File: src/pkg/async_rx_pkg.sv
// shared constants and types for the asynchronous serial receiver
package async_rx_pkg;
	// ------------------------------------------------------------
	// register map (byte addresses)
	// ------------------------------------------------------------
	localparam logic [3:0] ADDR_CTRL = 4'h0;
	localparam logic [3:0] ADDR_STATUS = 4'h4;
	localparam logic [3:0] ADDR_DATA = 4'h8;
	localparam logic [3:0] ADDR_DIV = 4'hc;
	// ------------------------------------------------------------
	// control fields
	// ------------------------------------------------------------
	localparam int CTRL_WIDTH = 9;
	localparam logic [8:0] CTRL_RESET = 9'h000;
	localparam logic [15:0] DIV_RESET = 16'h0043;
	// ------------------------------------------------------------
	// sampling
	// ------------------------------------------------------------
	localparam int OVERSAMPLE = 16;
	localparam logic [3:0] MID_PHASE = 4'(OVERSAMPLE / 2 - 1);
	localparam logic [3:0] BITS_EIGHT = 4'h8;
	localparam logic [3:0] BITS_NINE = 4'h9;
	localparam logic [1:0] FIFO_DEPTH = 2'h2;
	// ------------------------------------------------------------
	// types
	// ------------------------------------------------------------
	typedef struct packed {
		logic global_irq_enable;
		logic peripheral_irq_enable;
		logic rx_irq_enable;
		logic rx_polarity;
		logic addr_detect_enable;
		logic rx_nine_bit_sel;
		logic sync_sel;
		logic rx_enable;
		logic port_enable;
	} ctrl_t;
	typedef struct packed {
		logic framing_error;
		logic [8:0] data;
	} rx_char_t;
	typedef enum logic [1:0] {
		RX_IDLE,
		RX_START,
		RX_DATA,
		RX_STOP
	} rx_state_t;
endpackage

File: src/rtl/async_serial_receiver.sv
// asynchronous serial receiver with two-entry buffer and avalon slave
//
// Function
// - line sampled at sixteen times bit rate; shift once per bit
// - finished 8 or 9 bit character moves at once into two-entry buffer
// - falling edge starts character; start bit checked low at its centre
// - start bit high at centre: drop silently, no error, watch again
// - each bit taken by majority at its centre, one bit time apart
// - stop bit sampled; low marks framing error on that character, high leaves its bit clear
// - after stop bit character is pushed, pending flag rises
// - data register read returns oldest character and removes it
// - polarity bit set inverts the received line
// - pending high when receiver enabled and a character is buffered
// - pending ignores irq enables; irq needs all three enables
// - framing bit kept per character; status shows oldest only
// - framing error does not stop reception; data read advances it
// - framing status cleared by data read or port disable; no irq from it
// - third character with buffer full sets overrun, stops reception
// - overrun cleared by clearing receive enable or port enable
// - nine-bit mode shifts nine bits; ninth status shows oldest msb
// - address detect in nine-bit mode keeps only ninth-bit-set chars
// - reception runs only with rx enable, async mode, port enable
// - port enabled forces transmit pin output, general latch cut off
// - port disable holds the whole port in reset
// - idle flag high while idle, low from start bit to completion
//
// Design decisions made here: the Avalon-MM interface to the registers and the register offsets.
`timescale 1ns/1ps
module async_serial_receiver #(
	parameter logic [15:0] DIV_DEFAULT = async_rx_pkg::DIV_RESET
) (
	input wire logic clk_sys,
	input wire logic reset,
	input wire logic [3:0] avs_address,
	input wire logic avs_read,
	input wire logic avs_write,
	input wire logic [31:0] avs_writedata,
	input wire logic [3:0] avs_byteenable,
	output logic [31:0] avs_readdata,
	output logic avs_waitrequest,
	input wire logic serialInPin,
	input wire logic gpioLatch,
	input wire logic gpioOutEn,
	output logic serialOutPin,
	output logic serialOutOe,
	output logic rxIrq
);
	// ------------------------------------------------------------
	// registers
	// ------------------------------------------------------------
	async_rx_pkg::ctrl_t ctrl_ff;
	logic [15:0] div_ff;
	logic waitReq_ff;
	logic [31:0] rdData_ff;
	logic irq_ff;
	logic pinOut_ff;
	logic pinOe_ff;
	logic [15:0] tickCnt_ff;
	logic [3:0] phase_ff;
	logic [1:0] samp_ff;
	logic lineD_ff;
	async_rx_pkg::rx_state_t state_ff;
	logic [3:0] bitCnt_ff;
	logic [8:0] shift_ff;
	logic overrun_ff;
	async_rx_pkg::rx_char_t fifo_ff [2];
	logic rdPtr_ff;
	logic wrPtr_ff;
	logic [1:0] count_ff;
	async_rx_pkg::rx_state_t nxt_state;

	// ------------------------------------------------------------
	// bus decode
	// ------------------------------------------------------------
	wire busReq = avs_read | avs_write;
	wire busDone = busReq & ~waitReq_ff;
	wire selCtrl = avs_address == async_rx_pkg::ADDR_CTRL;
	wire selStatus = avs_address == async_rx_pkg::ADDR_STATUS;
	wire selData = avs_address == async_rx_pkg::ADDR_DATA;
	wire selDiv = avs_address == async_rx_pkg::ADDR_DIV;
	wire [31:0] beMask = {{8{avs_byteenable[3]}}, {8{avs_byteenable[2]}},
		{8{avs_byteenable[1]}}, {8{avs_byteenable[0]}}};
	wire wrCtrl = busDone & avs_write & selCtrl;
	wire wrDiv = busDone & avs_write & selDiv;
	wire [31:0] ctrlWord = {23'h0, ctrl_ff};
	wire [31:0] divWord = {16'h0, div_ff};
	wire [31:0] ctrlMerged = (ctrlWord & ~beMask) | (avs_writedata & beMask);
	wire [31:0] divMerged = (divWord & ~beMask) | (avs_writedata & beMask);
	wire popReq = busDone & avs_read & selData;

	// ------------------------------------------------------------
	// enables and line conditioning
	// ------------------------------------------------------------
	wire portOn = ctrl_ff.port_enable;
	wire nineSel = ctrl_ff.rx_nine_bit_sel;
	wire running = portOn & ctrl_ff.rx_enable & ~ctrl_ff.sync_sel
		& ~overrun_ff;
	wire rxLine = serialInPin ^ ctrl_ff.rx_polarity;
	wire fallEdge = lineD_ff & ~rxLine;

	// ------------------------------------------------------------
	// oversampling tick and bit centre
	// ------------------------------------------------------------
	wire tick = tickCnt_ff >= div_ff;
	wire atCentre = tick & (phase_ff == async_rx_pkg::MID_PHASE);
	wire majority = (samp_ff[1] & samp_ff[0]) | (samp_ff[1] & rxLine)
		| (samp_ff[0] & rxLine);
	wire [3:0] charBits = nineSel ? async_rx_pkg::BITS_NINE
		: async_rx_pkg::BITS_EIGHT;
	wire lastBit = bitCnt_ff == charBits - 4'h1;

	// ------------------------------------------------------------
	// character completion
	// ------------------------------------------------------------
	wire stopTaken = (state_ff == async_rx_pkg::RX_STOP) & atCentre
		& running;
	wire [8:0] charData = nineSel ? shift_ff : {1'b0, shift_ff[8:1]};
	wire addrReject = ctrl_ff.addr_detect_enable & nineSel
		& ~charData[8];
	wire keepChar = stopTaken & ~addrReject;
	wire fifoFull = count_ff == async_rx_pkg::FIFO_DEPTH;
	wire doPop = popReq & (count_ff != 2'h0);
	wire doPush = keepChar & (~fifoFull | doPop);
	wire setOverrun = keepChar & fifoFull & ~doPop;
	wire clrOverrun = ~portOn | ~ctrl_ff.rx_enable;
	async_rx_pkg::rx_char_t newChar;
	assign newChar.framing_error = ~majority;
	assign newChar.data = charData;

	// ------------------------------------------------------------
	// status view
	// ------------------------------------------------------------
	async_rx_pkg::rx_char_t topChar;
	assign topChar = fifo_ff[rdPtr_ff];
	wire hasChar = count_ff != 2'h0;
	wire pending = ctrl_ff.rx_enable & portOn & hasChar;
	wire topFerr = hasChar & topChar.framing_error;
	wire topNinth = hasChar & topChar.data[8];
	wire rxIdle = state_ff == async_rx_pkg::RX_IDLE;
	wire irqNext = pending & ctrl_ff.rx_irq_enable
		& ctrl_ff.peripheral_irq_enable
		& ctrl_ff.global_irq_enable;
	wire [31:0] statusWord = {26'h0, irqNext, rxIdle, topNinth,
		overrun_ff, topFerr, pending};
	wire [31:0] dataWord = {23'h0, topChar.data};
	wire [31:0] readMux = selCtrl ? ctrlWord
		: selStatus ? statusWord
		: selData ? dataWord
		: selDiv ? divWord
		: 32'h0;

	// ------------------------------------------------------------
	// receive state machine
	// ------------------------------------------------------------
	always_comb begin
		nxt_state = state_ff;
		unique case (state_ff)
			async_rx_pkg::RX_IDLE: begin
				if (fallEdge) begin
					nxt_state = async_rx_pkg::RX_START;
				end
			end
			async_rx_pkg::RX_START: begin
				if (atCentre) begin
					nxt_state = majority ? async_rx_pkg::RX_IDLE
						: async_rx_pkg::RX_DATA;
				end
			end
			async_rx_pkg::RX_DATA: begin
				if (atCentre & lastBit) begin
					nxt_state = async_rx_pkg::RX_STOP;
				end
			end
			async_rx_pkg::RX_STOP: begin
				if (atCentre) begin
					nxt_state = async_rx_pkg::RX_IDLE;
				end
			end
		endcase
		if (!running) begin
			nxt_state = async_rx_pkg::RX_IDLE;
		end
	end

	// ------------------------------------------------------------
	// bus slave
	// ------------------------------------------------------------
	always_ff @(posedge clk_sys or posedge reset) begin
		if (reset) begin
			waitReq_ff <= 1'b1;
			rdData_ff <= 32'h0;
		end else begin
			waitReq_ff <= ~(busReq & waitReq_ff);
			if (busReq & waitReq_ff) begin
				rdData_ff <= avs_read ? readMux : 32'h0;
			end
		end
	end

	always_ff @(posedge clk_sys or posedge reset) begin
		if (reset) begin
			ctrl_ff <= async_rx_pkg::CTRL_RESET;
			div_ff <= DIV_DEFAULT;
		end else begin
			if (wrCtrl) begin
				ctrl_ff <= ctrlMerged[async_rx_pkg::CTRL_WIDTH-1:0];
			end
			if (wrDiv) begin
				div_ff <= divMerged[15:0];
			end
		end
	end

	// ------------------------------------------------------------
	// pins and interrupt request
	// ------------------------------------------------------------
	always_ff @(posedge clk_sys or posedge reset) begin
		if (reset) begin
			pinOut_ff <= 1'b0;
			pinOe_ff <= 1'b0;
			irq_ff <= 1'b0;
		end else begin
			pinOut_ff <= portOn ? 1'b1 : gpioLatch;
			pinOe_ff <= portOn | gpioOutEn;
			irq_ff <= irqNext;
		end
	end

	// ------------------------------------------------------------
	// oversampling counters
	// ------------------------------------------------------------
	always_ff @(posedge clk_sys or posedge reset) begin
		if (reset) begin
			tickCnt_ff <= 16'h0;
			phase_ff <= 4'h0;
			samp_ff <= 2'h3;
			lineD_ff <= 1'b1;
		end else begin
			lineD_ff <= rxLine;
			if (!running || (rxIdle && fallEdge)) begin
				tickCnt_ff <= 16'h0;
				phase_ff <= 4'h0;
				samp_ff <= 2'h3;
			end else if (tick) begin
				tickCnt_ff <= 16'h0;
				phase_ff <= phase_ff + 4'h1;
				samp_ff <= {samp_ff[0], rxLine};
			end else begin
				tickCnt_ff <= tickCnt_ff + 16'h1;
			end
		end
	end

	// ------------------------------------------------------------
	// shift register and bit counting
	// ------------------------------------------------------------
	always_ff @(posedge clk_sys or posedge reset) begin
		if (reset) begin
			state_ff <= async_rx_pkg::RX_IDLE;
			bitCnt_ff <= 4'h0;
			shift_ff <= 9'h0;
		end else begin
			state_ff <= nxt_state;
			if (state_ff == async_rx_pkg::RX_START) begin
				bitCnt_ff <= 4'h0;
			end else if (state_ff == async_rx_pkg::RX_DATA
				&& atCentre) begin
				shift_ff <= {majority, shift_ff[8:1]};
				bitCnt_ff <= bitCnt_ff + 4'h1;
			end
		end
	end

	// ------------------------------------------------------------
	// overrun flag
	// ------------------------------------------------------------
	always_ff @(posedge clk_sys or posedge reset) begin
		if (reset) begin
			overrun_ff <= 1'b0;
		end else if (clrOverrun) begin
			overrun_ff <= 1'b0;
		end else if (setOverrun) begin
			overrun_ff <= 1'b1;
		end
	end

	// ------------------------------------------------------------
	// two-entry character buffer
	// ------------------------------------------------------------
	always_ff @(posedge clk_sys or posedge reset) begin
		if (reset) begin
			rdPtr_ff <= 1'b0;
			wrPtr_ff <= 1'b0;
			count_ff <= 2'h0;
		end else if (!portOn) begin
			rdPtr_ff <= 1'b0;
			wrPtr_ff <= 1'b0;
			count_ff <= 2'h0;
		end else begin
			if (doPush) begin
				wrPtr_ff <= ~wrPtr_ff;
			end
			if (doPop) begin
				rdPtr_ff <= ~rdPtr_ff;
			end
			count_ff <= count_ff + {1'b0, doPush} - {1'b0, doPop};
		end
	end

	for (genvar i = 0; i < 2; i++) begin : g_entry
		always_ff @(posedge clk_sys or posedge reset) begin
			if (reset) begin
				fifo_ff[i] <= '0;
			end else if (!portOn) begin
				fifo_ff[i] <= '0;
			end else if (doPush && wrPtr_ff == 1'(i)) begin
				fifo_ff[i] <= newChar;
			end
		end
	end

	// ------------------------------------------------------------
	// outputs
	// ------------------------------------------------------------
	assign avs_readdata = rdData_ff;
	assign avs_waitrequest = waitReq_ff;
	assign serialOutPin = pinOut_ff;
	assign serialOutOe = pinOe_ff;
	assign rxIrq = irq_ff;
endmodule

File: config.mk
export PLATFORM = sky130hd
export DESIGN_NAME = async_serial_receiver
export DESIGN_NICKNAME = d
export VERILOG_FILES = /design/src/pkg/async_rx_pkg.sv /design/src/rtl/async_serial_receiver.sv
export SDC_FILE = /design/constraint.sdc
export NUM_CORES = 1
export LEC_CHECK = 0
export ABC_AREA = 1
export BUFFER_PORTS_ARGS = -buffer_cell sky130_fd_sc_hd__buf_2
export CORE_MARGIN = 8
export CORE_UTILIZATION = 50
export DETAILED_ROUTE_END_ITERATION = 10
export PLACE_DENSITY = 0.68
export SLEW_MARGIN = 10
export SYNTH_ARGS = -nofsm -noshare
export SYNTH_HDL_FRONTEND = slang
export SYNTH_SLANG_ARGS = --single-unit
File: constraint.sdc
create_clock -name clk_sys -period 5.15 [get_ports clk_sys]
set_input_delay 0.515 -clock clk_sys [delete_from_list [all_inputs] [get_ports clk_sys]]
set_output_delay 0.515 -clock clk_sys [all_outputs]
set_load 0.02 [all_outputs]
Word-level counts from Yosys, hierarchy flattened
Index checks and enable logic that the tools add are counted.
- reductions and logical operators: 14
- mux-type cells: 37
- magnitude comparators: 2
- bitwise logic cells: 60
- equality and inequality tests: 17
- $add $sub $neg: 6
- operators by type and width (kind ; count):
    $mux 16 ; 7
    $mux 10 ; 7
    $and 16x16->16 ; 2
    $and 1x1->1 ; 31
    $mux 2 ; 9
    $add 16x1->16 const B ; 1
    $ge 16x16->1 ; 1
    $mux 4 ; 4
    $not 16->16 ; 1
    $or 16x16->16 ; 1
    $not 1->1 ; 15
    $ne 3x3->1 const B ; 4
    $and 9x9->9 ; 1
    $mux 9 ; 1
    $or 9x9->9 ; 1
    $add 4x1->4 const B ; 2
    $eq 4x3->1 const B ; 2
    $eq 4x4->1 const B ; 2
    $mux 1 ; 8
    $ne 2x1->1 const B ; 4
    $pmux 2 s4 ; 1
    $reduce_bool 2->1 ; 4
    $eq 2x2->1 const B ; 3
    $or 1x1->1 ; 6
    other kinds (15) ; 18
- register bits after elaboration: 124
- word-level logic and storage cells: 166
- output and inout port bits: 36

Longest topological paths before layout
Gate-level depths: netlist of run 1.
- depth in word-level cells: 10
- mapped depth: 18
- mapped depth without buffers: 17

Worst setup path after synthesis of run 1
OpenSTA, ideal clock, no wires.
- path kind: reg2reg
- from: reg with a tool-made name
- to: reg count_ff[1]
- library setup time: 0.118 ns
- setup slack: 2.825 ns
- path buffers: 1
- arrival time: 2.207 ns
- stages on the path, launching flop included: 18
- cell sequence: dfstp_2 > inv_1 > ha_1 > nand2_1 > inv_2 > nand2_1 > nor2_1 > nor2_1 > nand2_1 > nand2_1 > nand2_1 > buf_4 > nand4_4 > ha_1 > inv_1 > ha_1 > xor2_1 > nor2_1
- RTL lines (item ; RTL line ; text):
    end signal, assigned ; async_serial_receiver.sv:306 ; count_ff <= count_ff + {1'b0, doPush} - {1'b0, doPop};
    end, declared ; async_serial_receiver.sv:69 ; logic [1:0] count_ff;

==> out/qor.txt, run 1 <==
Startpoint Class: flip-flop
clk_skew: 9.65 ps
Non-Filler Instances: 871
crit path max-delay cell type: nand3_1
TritonCTS clock tree: yes
WL met1: 6010 microns
f_max: 346 MHz
DPL Wire Length: 9750 microns
Clock Sinks: 108
post-DR vias/cell: 5.19
Die W: 122 microns
CTS Buf Count: 9
status: finished clean
cts repair resizes: 0
critical path endpoint category: flip-flop
PwrDens: 297 nW/um^2
drt pass-1 iters: 4
largest net degree at the start of global routing: 66
Residual DRC: 0
Worst Hold Class: input pin to asynchronous set/reset pin
Psw: 502 uW
Max FO, Critical Path: 22
wire per inst: 15.0 microns
combinational power share: 0.111
Initial Util: 0.504
gr usage total: 0.180
Core ar.: 11,200 sq um
H-tree depth: 3
global route total overflow: 0
Crit path largest cell delay: 620 ps
Chip Height: 122 microns
CP cell instances: inv_1, ha_1, nand2_1, inv_2, nand2_1, nor2_1, nor2_1, nand2_1, nand2_1, nand2_1, nand3_1, nand2_1, inv_1, nand2_1, o31ai_1
Area Overhead vs Synth: 10.3%
DRT antenna net count: 0
Finished Cell Area: 6230 sq um
Max-slew headroom: 0.378
first-pass GRT wire length: 21,600 microns
WL met2: 6060 microns
RSZ-0062 raised after global routing: false
VDD IR-drop max: 0.148 mV
Synth async-reset ratio: 1.00
Synth area leaders: dfrtp_1 45%, nand2_1 10%, inv_1 5.5%
final setup TNS: 0 ps
reg-to-reg endpoint: bitCnt_ff[2]$_DFFE_PP0P_
Reg power frac: 0.509
slack of the worst reg-to-reg path: 2260 ps
vias in the first global route: 4,560
Tmin final: 2890 ps
Clock Latency Late Sink: 350 ps
clock power share: 0.380
number of port buffers: 48
worst endpoint data arrival time: 3090 ps
number of flops mapped to enable cells by yosys: 0
Cell Area, Placed: 5930 sq um
Slew Viols, Final: 0
die area: 15,000 sq um
share of the synthesized area in the top cell type: 0.447
Yosys reg bits: 108
Final Cycle Share: 0.561
n_diodes: 0
CTS max path bufs: 2
layout net count: 791
share of layout cells above drive strength 1: 0.148
required time of the critical path: 5350 ps
switching share of total power: 0.272
leading area contributor after synthesis: dfrtp_1
clock transition time at the flip-flop clock pins of the worst setup and hold paths: 70 ps
IO Pins: 83
GPL Wtd Cong: 0.884
Synthesis Warnings: 0
Cells after Synth: 680
clk root buf: clkbuf_16
DR iter-0 viols: 366
ys flop type: dfrtp_1
via count: 4,520
DP Cell Count: 855
row count: 39
register area share after synthesis: 0.480
Pwr Total: 1850 uW
Netlist Area Pre-Place: 5650 sq um
final setup fails: 0
initial antenna violation count: 0
wire length on met3: 665 microns
R2R cell count: 15
crit path kind: flip-flop to flip-flop
Worst path most repeated cell: nand2_1
post-CTS setup buffers: 0
Synth cell types: 46
final wirelength: 13,100 microns
P_int: 1350 uW
Syn Area/Cell: 8.31 sq um
Max Cap Viol: 0
CTS Hold Buffers Added: 0
Pleak: 0.00311 uW
worst-margin pin slew: 933 ps
highest routed layer: met4
hold slack: 297 ps
Final Hold Vio Count: 0
[critical path: cells and delay by family (launching register included)]
kind | cells | cell delay, ps
adder cells (fa/ha/maj) | 1 | 260
flip-flops | 1 | 560
AND/OR/NAND/NOR | 10 | 1650
buffers and inverters | 3 | 210
AO/OA/AOI/OAI | 1 | 70
[cell usage in the layout (no fill, tap or decap), drive strengths merged, types with 4 or more instances in the layout]
master / instances
nor3b: 5
dfrtp: 101
nor2: 62
nand2: 164
nand4: 12
clkinv: 4
buf: 49
conb: 16
o21ai: 60
clkbuf: 10
nor3: 12
inv: 89
ha: 21
nand3: 37
o31ai: 5
dfstp: 7
xnor2: 6
a21oi: 38
[worst max path at each step]
stage                         start                    endpoint  slack [ps]  depth (start not counted)
after floorplan               reset  asynchronous set/reset pin        1800                          1
after global placement    flip-flop       count_ff[1]$_DFF_PP0_        2370                         12
after detailed placement  flip-flop    bitCnt_ff[2]$_DFFE_PP0P_        2310                         15
after CTS                 flip-flop    bitCnt_ff[2]$_DFFE_PP0P_        2250                         15
after global routing      flip-flop    bitCnt_ff[0]$_DFFE_PP0P_        1930                         15
final                     flip-flop    bitCnt_ff[2]$_DFFE_PP0P_        2260                         15
[layer usage]
layer / up-vias / track usage
li1: 2269 / -
met1: 2121 / 0.240
met2: 105 / 0.285
met3: 25 / 0.0267
met4: 0 / 0.0807
met5: - / 0
[power groups by stage]
| stage | Sequential [uW] | Clock, uW | Combinational, uW |
|---|---|---|---|
| after CTS | 941 | 710 | 207 |
| after floorplan | 940 | 0 | 162 |
| final | 941 | 703 | 205 |
| after global routing | 947 | 745 | 232 |
| after global placement | 955 | 0 | 198 |
| after detailed placement | 957 | 0 | 206 |
[cells in the mapped netlist, drive strengths merged (3+ instances only)]
library cell / count
nand2: 164
dfrtp: 101
inv: 89
nor2: 62
o21ai: 60
a21oi: 38
nand3: 37
buf: 25
ha: 21
nand4: 12
nor3: 12
clkbuf: 7
dfstp: 7
xnor2: 6
nor3b: 5
o31ai: 5
a221oi: 3
a31oi: 3
o221ai: 3
or2: 3
xor2: 3
[metrics by stage]
stage / utilization / worst slack (ps)
after detailed placement: 0.528 / 2310
after floorplan: - / 1800
after CTS: 0.555 / 2250
final: 0.555 / 2260
after global placement: 0.528 / 2370
after global routing: 0.555 / 1930
[area by class of cell]
| class | instances | area [sq um] |
|---|---|---|
| multi-input cells | 465 | 2450 |
| flip-flops and latches | 108 | 2710 |
| clock buffers | 10 | 239 |
| clock inverters | 6 | 63.8 |
| fillers | 1046 | 4990 |
| well taps | 143 | 179 |
| inverters | 90 | 340 |
| repair buffers | 49 | 248 |
[kinds of logic after synthesis]
family	synth area share
muxes	0.00354
other	0.000664
AOI/OAI and AO/OA	0.119
and+or+nand+nor	0.240
DFF	0.480
buffers and inverters	0.0965
adders and majority gates	0.0465
xor gates and xnor gates	0.0139
No activity file was read; power rests on OpenSTA's default activity.
==> run 2, diff against run 1 <==
==> constraint.sdc (replaced) <==
create_clock -name clk_sys -period 2.7 [get_ports clk_sys]
set_input_delay 0.27 -clock clk_sys [delete_from_list [all_inputs] [get_ports clk_sys]]
set_output_delay 0.27 -clock clk_sys [all_outputs]
set_load 0.02 [all_outputs]
==> run 2 against run 1 <==
  * Sequential share of layout area fell by 0.54 points
  * First-iteration DRC count shrank 18%
  * Power up 93%
  * Flip-flop and latch count is the same
  * Highest routed layer unchanged
==> out/qor.txt, run 2 (synthesis gave the netlist of run 1 again) <==
status: finished clean
Pwr Total: 3570 uW (+93%)
cts repair resizes: 0 (unchanged)
die area: 15,000 sq um (unchanged)
Chip Height: 122 microns (unchanged)
H-tree depth: 3 (unchanged)
Pleak: 0.00316 uW (+1.5%)
clk_skew: 5.81 ps (-3.84 ps)
drt pass-1 iters: 5 (+1)
GPL Wtd Cong: 0.906 (+2.4%)
Finished Cell Area: 6310 sq um (+1.3%)
PwrDens: 566 nW/um^2 (+91%)
vias in the first global route: 4,428 (-2.9%)
crit path max-delay cell type: dfstp_2
DP Worst Slack: 322 ps (-1980 ps)
crit path kind: flip-flop to flip-flop
Tmin final: 2410 ps (-484 ps)
wire per inst: 14.9 microns (-0.92%)
initial antenna violation count: 0 (unchanged)
critical path endpoint category: flip-flop
Worst Hold Class: input pin to asynchronous set/reset pin
DR iter-0 viols: 300 (-18%)
first-pass GRT wire length: 21,600 microns (-0.22%)
Max FO, Critical Path: 4 (-82%)
IO Pins: 83 (unchanged)
Max Cap Viol: 0 (unchanged)
Initial Util: 0.504 (unchanged)
Worst path most repeated cell: nand2_1
clk root buf: clkbuf_16
CTS max path bufs: 2 (unchanged)
required time of the critical path: 2980 ps (-2370 ps)
CP cell instances: inv_1, ha_1, nand2_1, nand2_1, nand2_1, nand2_1, nand2_1, nand2_1, nand2_1, nand2_1, nand4_4, ha_1, inv_1, ha_1, xor2_1, nor2_1
CTS Buf Count: 9 (unchanged)
RSZ-0062 raised after global routing: false
post-CTS setup buffers: 0 (unchanged)
Final Cycle Share: 0.891 (+0.330)
DPL Wire Length: 9950 microns (+2.0%)
CTS Hold Buffers Added: 0 (unchanged)
Crit path largest cell delay: 530 ps (-90 ps)
global route total overflow: 0 (unchanged)
commonest non-fill, non-tap cell in the layout: nand2_1
final setup TNS: 0 ps (unchanged)
n_diodes: 0 (unchanged)
Core ar.: 11,200 sq um (unchanged)
setup ws final: 294 ps (-1970 ps)
hold slack: 88.4 ps (-209 ps)
Max-slew headroom: 0.418 (+0.0400)
Slew Viols, Final: 0 (unchanged)
final setup fails: 0 (unchanged)
Residual DRC: 0 (unchanged)
Area Overhead vs Synth: 11.7%
post-DR vias/cell: 5.23 (+0.78%)
Startpoint Class: flip-flop
Cell Area, Placed: 6000 sq um (+1.2%)
Clock Sinks: 108 (unchanged)
largest net degree at the start of global routing: 44 (-33%)
via count: 4,597 (+1.7%)
number of port buffers: 48 (unchanged)
layout net count: 799 (+1.0%)
Die W: 122 microns (unchanged)
Final Hold Vio Count: 0 (unchanged)
clock transition time at the flip-flop clock pins of the worst setup and hold paths: 70 ps (about the same)
VDD IR-drop max: 0.381 mV (+160%)
Clock Latency Late Sink: 350 ps (about the same)
share of layout cells above drive strength 1: 0.154 (+0.00518)
f_max: 416 MHz (+20%)
gr usage total: 0.181 (+0.000854)
final wirelength: 13,100 microns (about the same)
worst-margin pin slew: 872 ps (-61.8 ps)
commonest non-fill, non-tap cells in the layout: 157 x nand2_1, 101 x dfrtp_1, 82 x inv_1
row count: 39 (unchanged)
TritonCTS clock tree: yes
DRT antenna net count: 0 (unchanged)
worst endpoint data arrival time: 2680 ps (-410 ps)
R2R cell count: 16 (+1)
==> run 2: changes by cell type in the layout (fill, tap and decap cells not counted) <==
cell        change
clkinv_4        -1
clkinvlp_4      -1
inv_4           -1
clkbuf_1        +3
buf_12          +1
buf_4           +7
clkbuf_8        +2
clkinv_2        -2
==> run 2: where the power goes <==
part	internal (uW)	leakage, uW	switching (uW)
logic	131	0.00158	297
clock network	797	0.000150	574
registers	1710	0.00143	63.2
==> run 2: through the flow <==
| stage | cells | utilization |
|---|---|---|
| 2_1_floorplan | 695 | - |
| 3_3_place_gp | 863 | 0.535 |
| 3_5_place_dp | 863 | 0.535 |
| 4_1_cts | 879 | 0.562 |
| 5_1_grt | 879 | 0.562 |
| 6_report | 879 | 0.562 |
==> run 2: final timing paths <==
| path | startpoint | end | slack (ps) |
|---|---|---|---|
| setup / recovery | flip-flop | count_ff[1]$_DFF_PP0_ | 290 |
| hold / removal | reset | asynchronous set/reset pin | 90 |
| setup reg to reg | flip-flop | count_ff[1]$_DFF_PP0_ | 290 |
| hold reg to reg | fifo_ff[17]$_DFFE_PP0P_ | fifo_ff[17]$_DFFE_PP0P_ | 470 |
| max in group asynchronous | reset | asynchronous set/reset pin | 1810 |
| min in group clk_sys | gpioLatch | serialOutPin$_DFF_PP0_ | 110 |
==> run 2: final cells by class <==
cell class / count / area [sq um]
multi-input cells: 465 / 2450
repair buffers: 57 / 320
clock buffers: 15 / 278
flip-flops and latches: 108 / 2710
clock inverters: 1 / 30.0
inverters: 90 / 342
fillers: 1017 / 4910
well taps: 143 / 179
==> run 2: routing by layer <==
metal  part of all wire  track usage  routed length (microns)  vias up
li1                   -            -                        -     2284
met1               0.46        0.247                     6050     2182
met2               0.46        0.285                     6040      118
met3              0.059       0.0354                      775       13
met4              0.016       0.0556                      204        0
met5                  0            0                        0        -
==> run 2: critical path, delay by kind of cell, from the launching register on <==
family | cells | cell delay [ps]
adders and majority gates | 3 | 790
and+or+nand+nor | 10 | 750
DFF | 1 | 530
xor gates and xnor gates | 1 | 150
buffers and inverters | 2 | 120
==> run 3, diff against run 2 <==
--- a/config.mk
+++ b/config.mk
@@ -7,7 +7,7 @@
 export LEC_CHECK = 0
 export ABC_AREA = 1
 export BUFFER_PORTS_ARGS = -buffer_cell sky130_fd_sc_hd__buf_2
-export CORE_MARGIN = 8
+export CORE_MARGIN = 3
 export CORE_UTILIZATION = 50
 export DETAILED_ROUTE_END_ITERATION = 10
 export PLACE_DENSITY = 0.68
==> run 3 against run 2 <==
  * Hold slack got worse by 40 ps
  * Critical path type unchanged
  * Power grew 4.2%
  * Count of clock-buffer cells in the layout fell by 5
  * Via count grew 0.28%
  * Global-route usage is 3.4 points higher
  * Non-clock buffer count shrank 2
  * First-iteration DRC count is 4.7% higher
  * Clock skew increased by 3.4 ps
==> out/qor.txt, run 3 (synthesis gave the netlist of run 1 again) <==
status: finished clean
commonest non-fill, non-tap cell in the layout: nand2_1
Sequential Area: 2710 sq um (unchanged)
GPL Wtd Cong: 0.895 (-1.2%)
Filler cells: 999 (-1.8%)
crit path kind: flip-flop to flip-flop
combinational power share: 0.114 (-0.006)
Startpoint Class: flip-flop
Clock Latency Late Sink: 350 ps (about the same)
sum of buffers and inverters on the critical path: 3 (+1)
vias in the first global route: 4,550 (+2.8%)
final wirelength: 12,800 microns (-2.3%)
global route total overflow: 0 (unchanged)
Final Hold Vio Count: 0 (unchanged)
initial antenna violation count: 0 (unchanged)
P_int: 2770 uW (+5.0%)
wire length on met3: 755 microns (-2.6%)
Psw: 951 uW (+1.9%)
final setup TNS: 0 ps (unchanged)
CTS Buf Count: 9 (unchanged)
share of layout cells above drive strength 1: 0.155 (+0.00178)
Core ar.: 10,900 sq um (-2.6%)
PwrDens: 587 nW/um^2 (+3.8%)
Clock Sinks: 108 (unchanged)
Pleak: 0.00317 uW (+0.28%)
wire per inst: 14.6 microns (-1.7%)
Worst Hold Class: input pin to asynchronous set/reset pin
crit path max-delay cell type: dfstp_2
IO Pins: 83 (unchanged)
post-CTS setup buffers: 0 (unchanged)
DR iter-0 viols: 314 (+4.7%)
CTS Hold Buffers Added: 0 (unchanged)
layout net count: 797 (-0.25%)
Crit path largest cell delay: 560 ps (+30 ps)
commonest non-fill, non-tap cells in the layout: 157 x nand2_1, 101 x dfrtp_1, 82 x inv_1
DRT antenna net count: 0 (unchanged)
clk_skew: 9.18 ps (+3.37 ps)
critical path endpoint category: flip-flop
Die W: 112 microns (-8.2%)
TritonCTS clock tree: yes
H-tree depth: 3 (unchanged)
cts repair resizes: 0 (unchanged)
highest routed layer: met4
cell family with most CP delay: adder cells
clock power share: 0.410 (+0.026)
Area Overhead vs Synth: 12.1%
DP Cell Count: 858 (-0.58%)
VDD IR-drop max: 0.480 mV (+26%)
required time of the critical path: 2950 ps (-30 ps)
Reg power frac: 0.477 (-0.019)
switching share of total power: 0.256 (-0.00575)
die area: 12,600 sq um (-16%)
gr usage total: 0.214 (+0.0338)
CTS max path bufs: 2 (unchanged)
clock transition time at the flip-flop clock pins of the worst setup and hold paths: 70 ps (about the same)
WL met1: 5860 microns (-3.1%)
Non-Filler Instances: 874 (-0.57%)
number of port buffers: 48 (unchanged)
worst endpoint data arrival time: 2670 ps (about the same)
fin util: 0.579 (+0.0170)
RSZ-0062 raised after global routing: false
CP cell instances: inv_1, ha_1, nand2_1, inv_2, nand2_1, nor2_1, nor2_1, nand2_1, nand2_1, nand2_1, nand4_4, ha_1, inv_1, ha_1, xor2_1, nor2_1
drt pass-1 iters: 5 (unchanged)
Max-slew headroom: 0.598 (+0.180)
area of the multi-input gates: 2450 sq um (unchanged)
WL met2: 6040 microns (about the same)
Stages on worst setup path: 16 (unchanged)
Max Cap Viol: 0 (unchanged)
Final Cycle Share: 0.897 (+0.00587)
Chip Height: 112 microns (-8.2%)
Slew Viols, Final: 0 (unchanged)
n_diodes: 0 (unchanged)
row count: 38 (-2.6%)
clk root buf: clkbuf_16
R2R cell count: 16 (unchanged)
f_max: 413 MHz (-0.65%)
DPL Wire Length: 9500 microns (-4.5%)
Worst path most repeated cell: nand2_1
largest net degree at the start of global routing: 109 (+150%)
final setup fails: 0 (unchanged)
Residual DRC: 0 (unchanged)
first-pass GRT wire length: 22,000 microns (+1.8%)
post-DR vias/cell: 5.27 (+0.86%)
Initial Util: 0.517 (+0.0133)
worst-margin pin slew: 604 ps (-268 ps)
via count: 4,610 (+0.28%)
Max FO, Critical Path: 4 (unchanged)
Tmin final: 2420 ps (+15.8 ps)
==> run 3: metrics by stage <==
step | power (uW) | hold WS [ps] | setup WS (ps) | instance area [sq um]
floorplan | 2100 | 374 | 375 | 5710
global placement | 2210 | 456 | 347 | 5980
detailed placement | 2230 | 459 | 280 | 5980
CTS | 3740 | 97.9 | 270 | 6330
global route | 3880 | 110 | 91.8 | 6330
finish | 3720 | 48.7 | 278 | 6330
==> run 3: area by class of cell <==
| cell class | instances | area share |
|---|---|---|
| Clock inverter | 6 | 0.0176 |
| Clock buffer | 10 | 0.0377 |
| Timing Repair Buffer | 55 | 0.0482 |
| Multi-Input combinational cell | 465 | 0.387 |
| Tap cell | 140 | 0.0277 |
| Sequential cell | 108 | 0.428 |
| Inverter | 90 | 0.0539 |
==> run 3: power groups by stage <==
stage | clock [uW] | sequential [uW] | combinational, uW
2_1_floorplan | 0 | 1790 | 308
3_3_place_gp | 0 | 1800 | 409
3_5_place_dp | 0 | 1800 | 426
4_1_cts | 1540 | 1770 | 427
5_1_grt | 1610 | 1780 | 487
6_report | 1520 | 1770 | 423
==> run 3: path summary, 6_finish.rpt <==
check,slack (ps),to,from
max,280,count_ff[1]$_DFF_PP0_,flip-flop
min reg2reg,480,fifo_ff[16]$_DFFE_PP0P_,fifo_ff[16]$_DFFE_PP0P_
max in group asynchronous,2170,fifo_ff[5]$_DFFE_PP0P_,reset
min,50,avs_readdata[12]$_DFFE_PP0P_,reset
min in group clk_sys,110,serialOutOe$_DFF_PP0_,gpioOutEn
max reg2reg,280,count_ff[1]$_DFF_PP0_,flip-flop
==> run 3: worst register-to-register path: cells and delay by family, from the launching register on <==
family | cells | cell delay [ps]
adder cells (fa/ha/maj) | 3 | 750
XOR/XNOR | 1 | 150
flip-flops | 1 | 560
buffers and inverters | 3 | 140
AND/OR/NAND/NOR | 9 | 710
==> run 3: per-layer routing <==
metal	GRT usage	up-vias
met3	0.0480	12
met2	0.339	122
met4	0.0425	0
met5	0	-
met1	0.307	2192
li1	-	2284
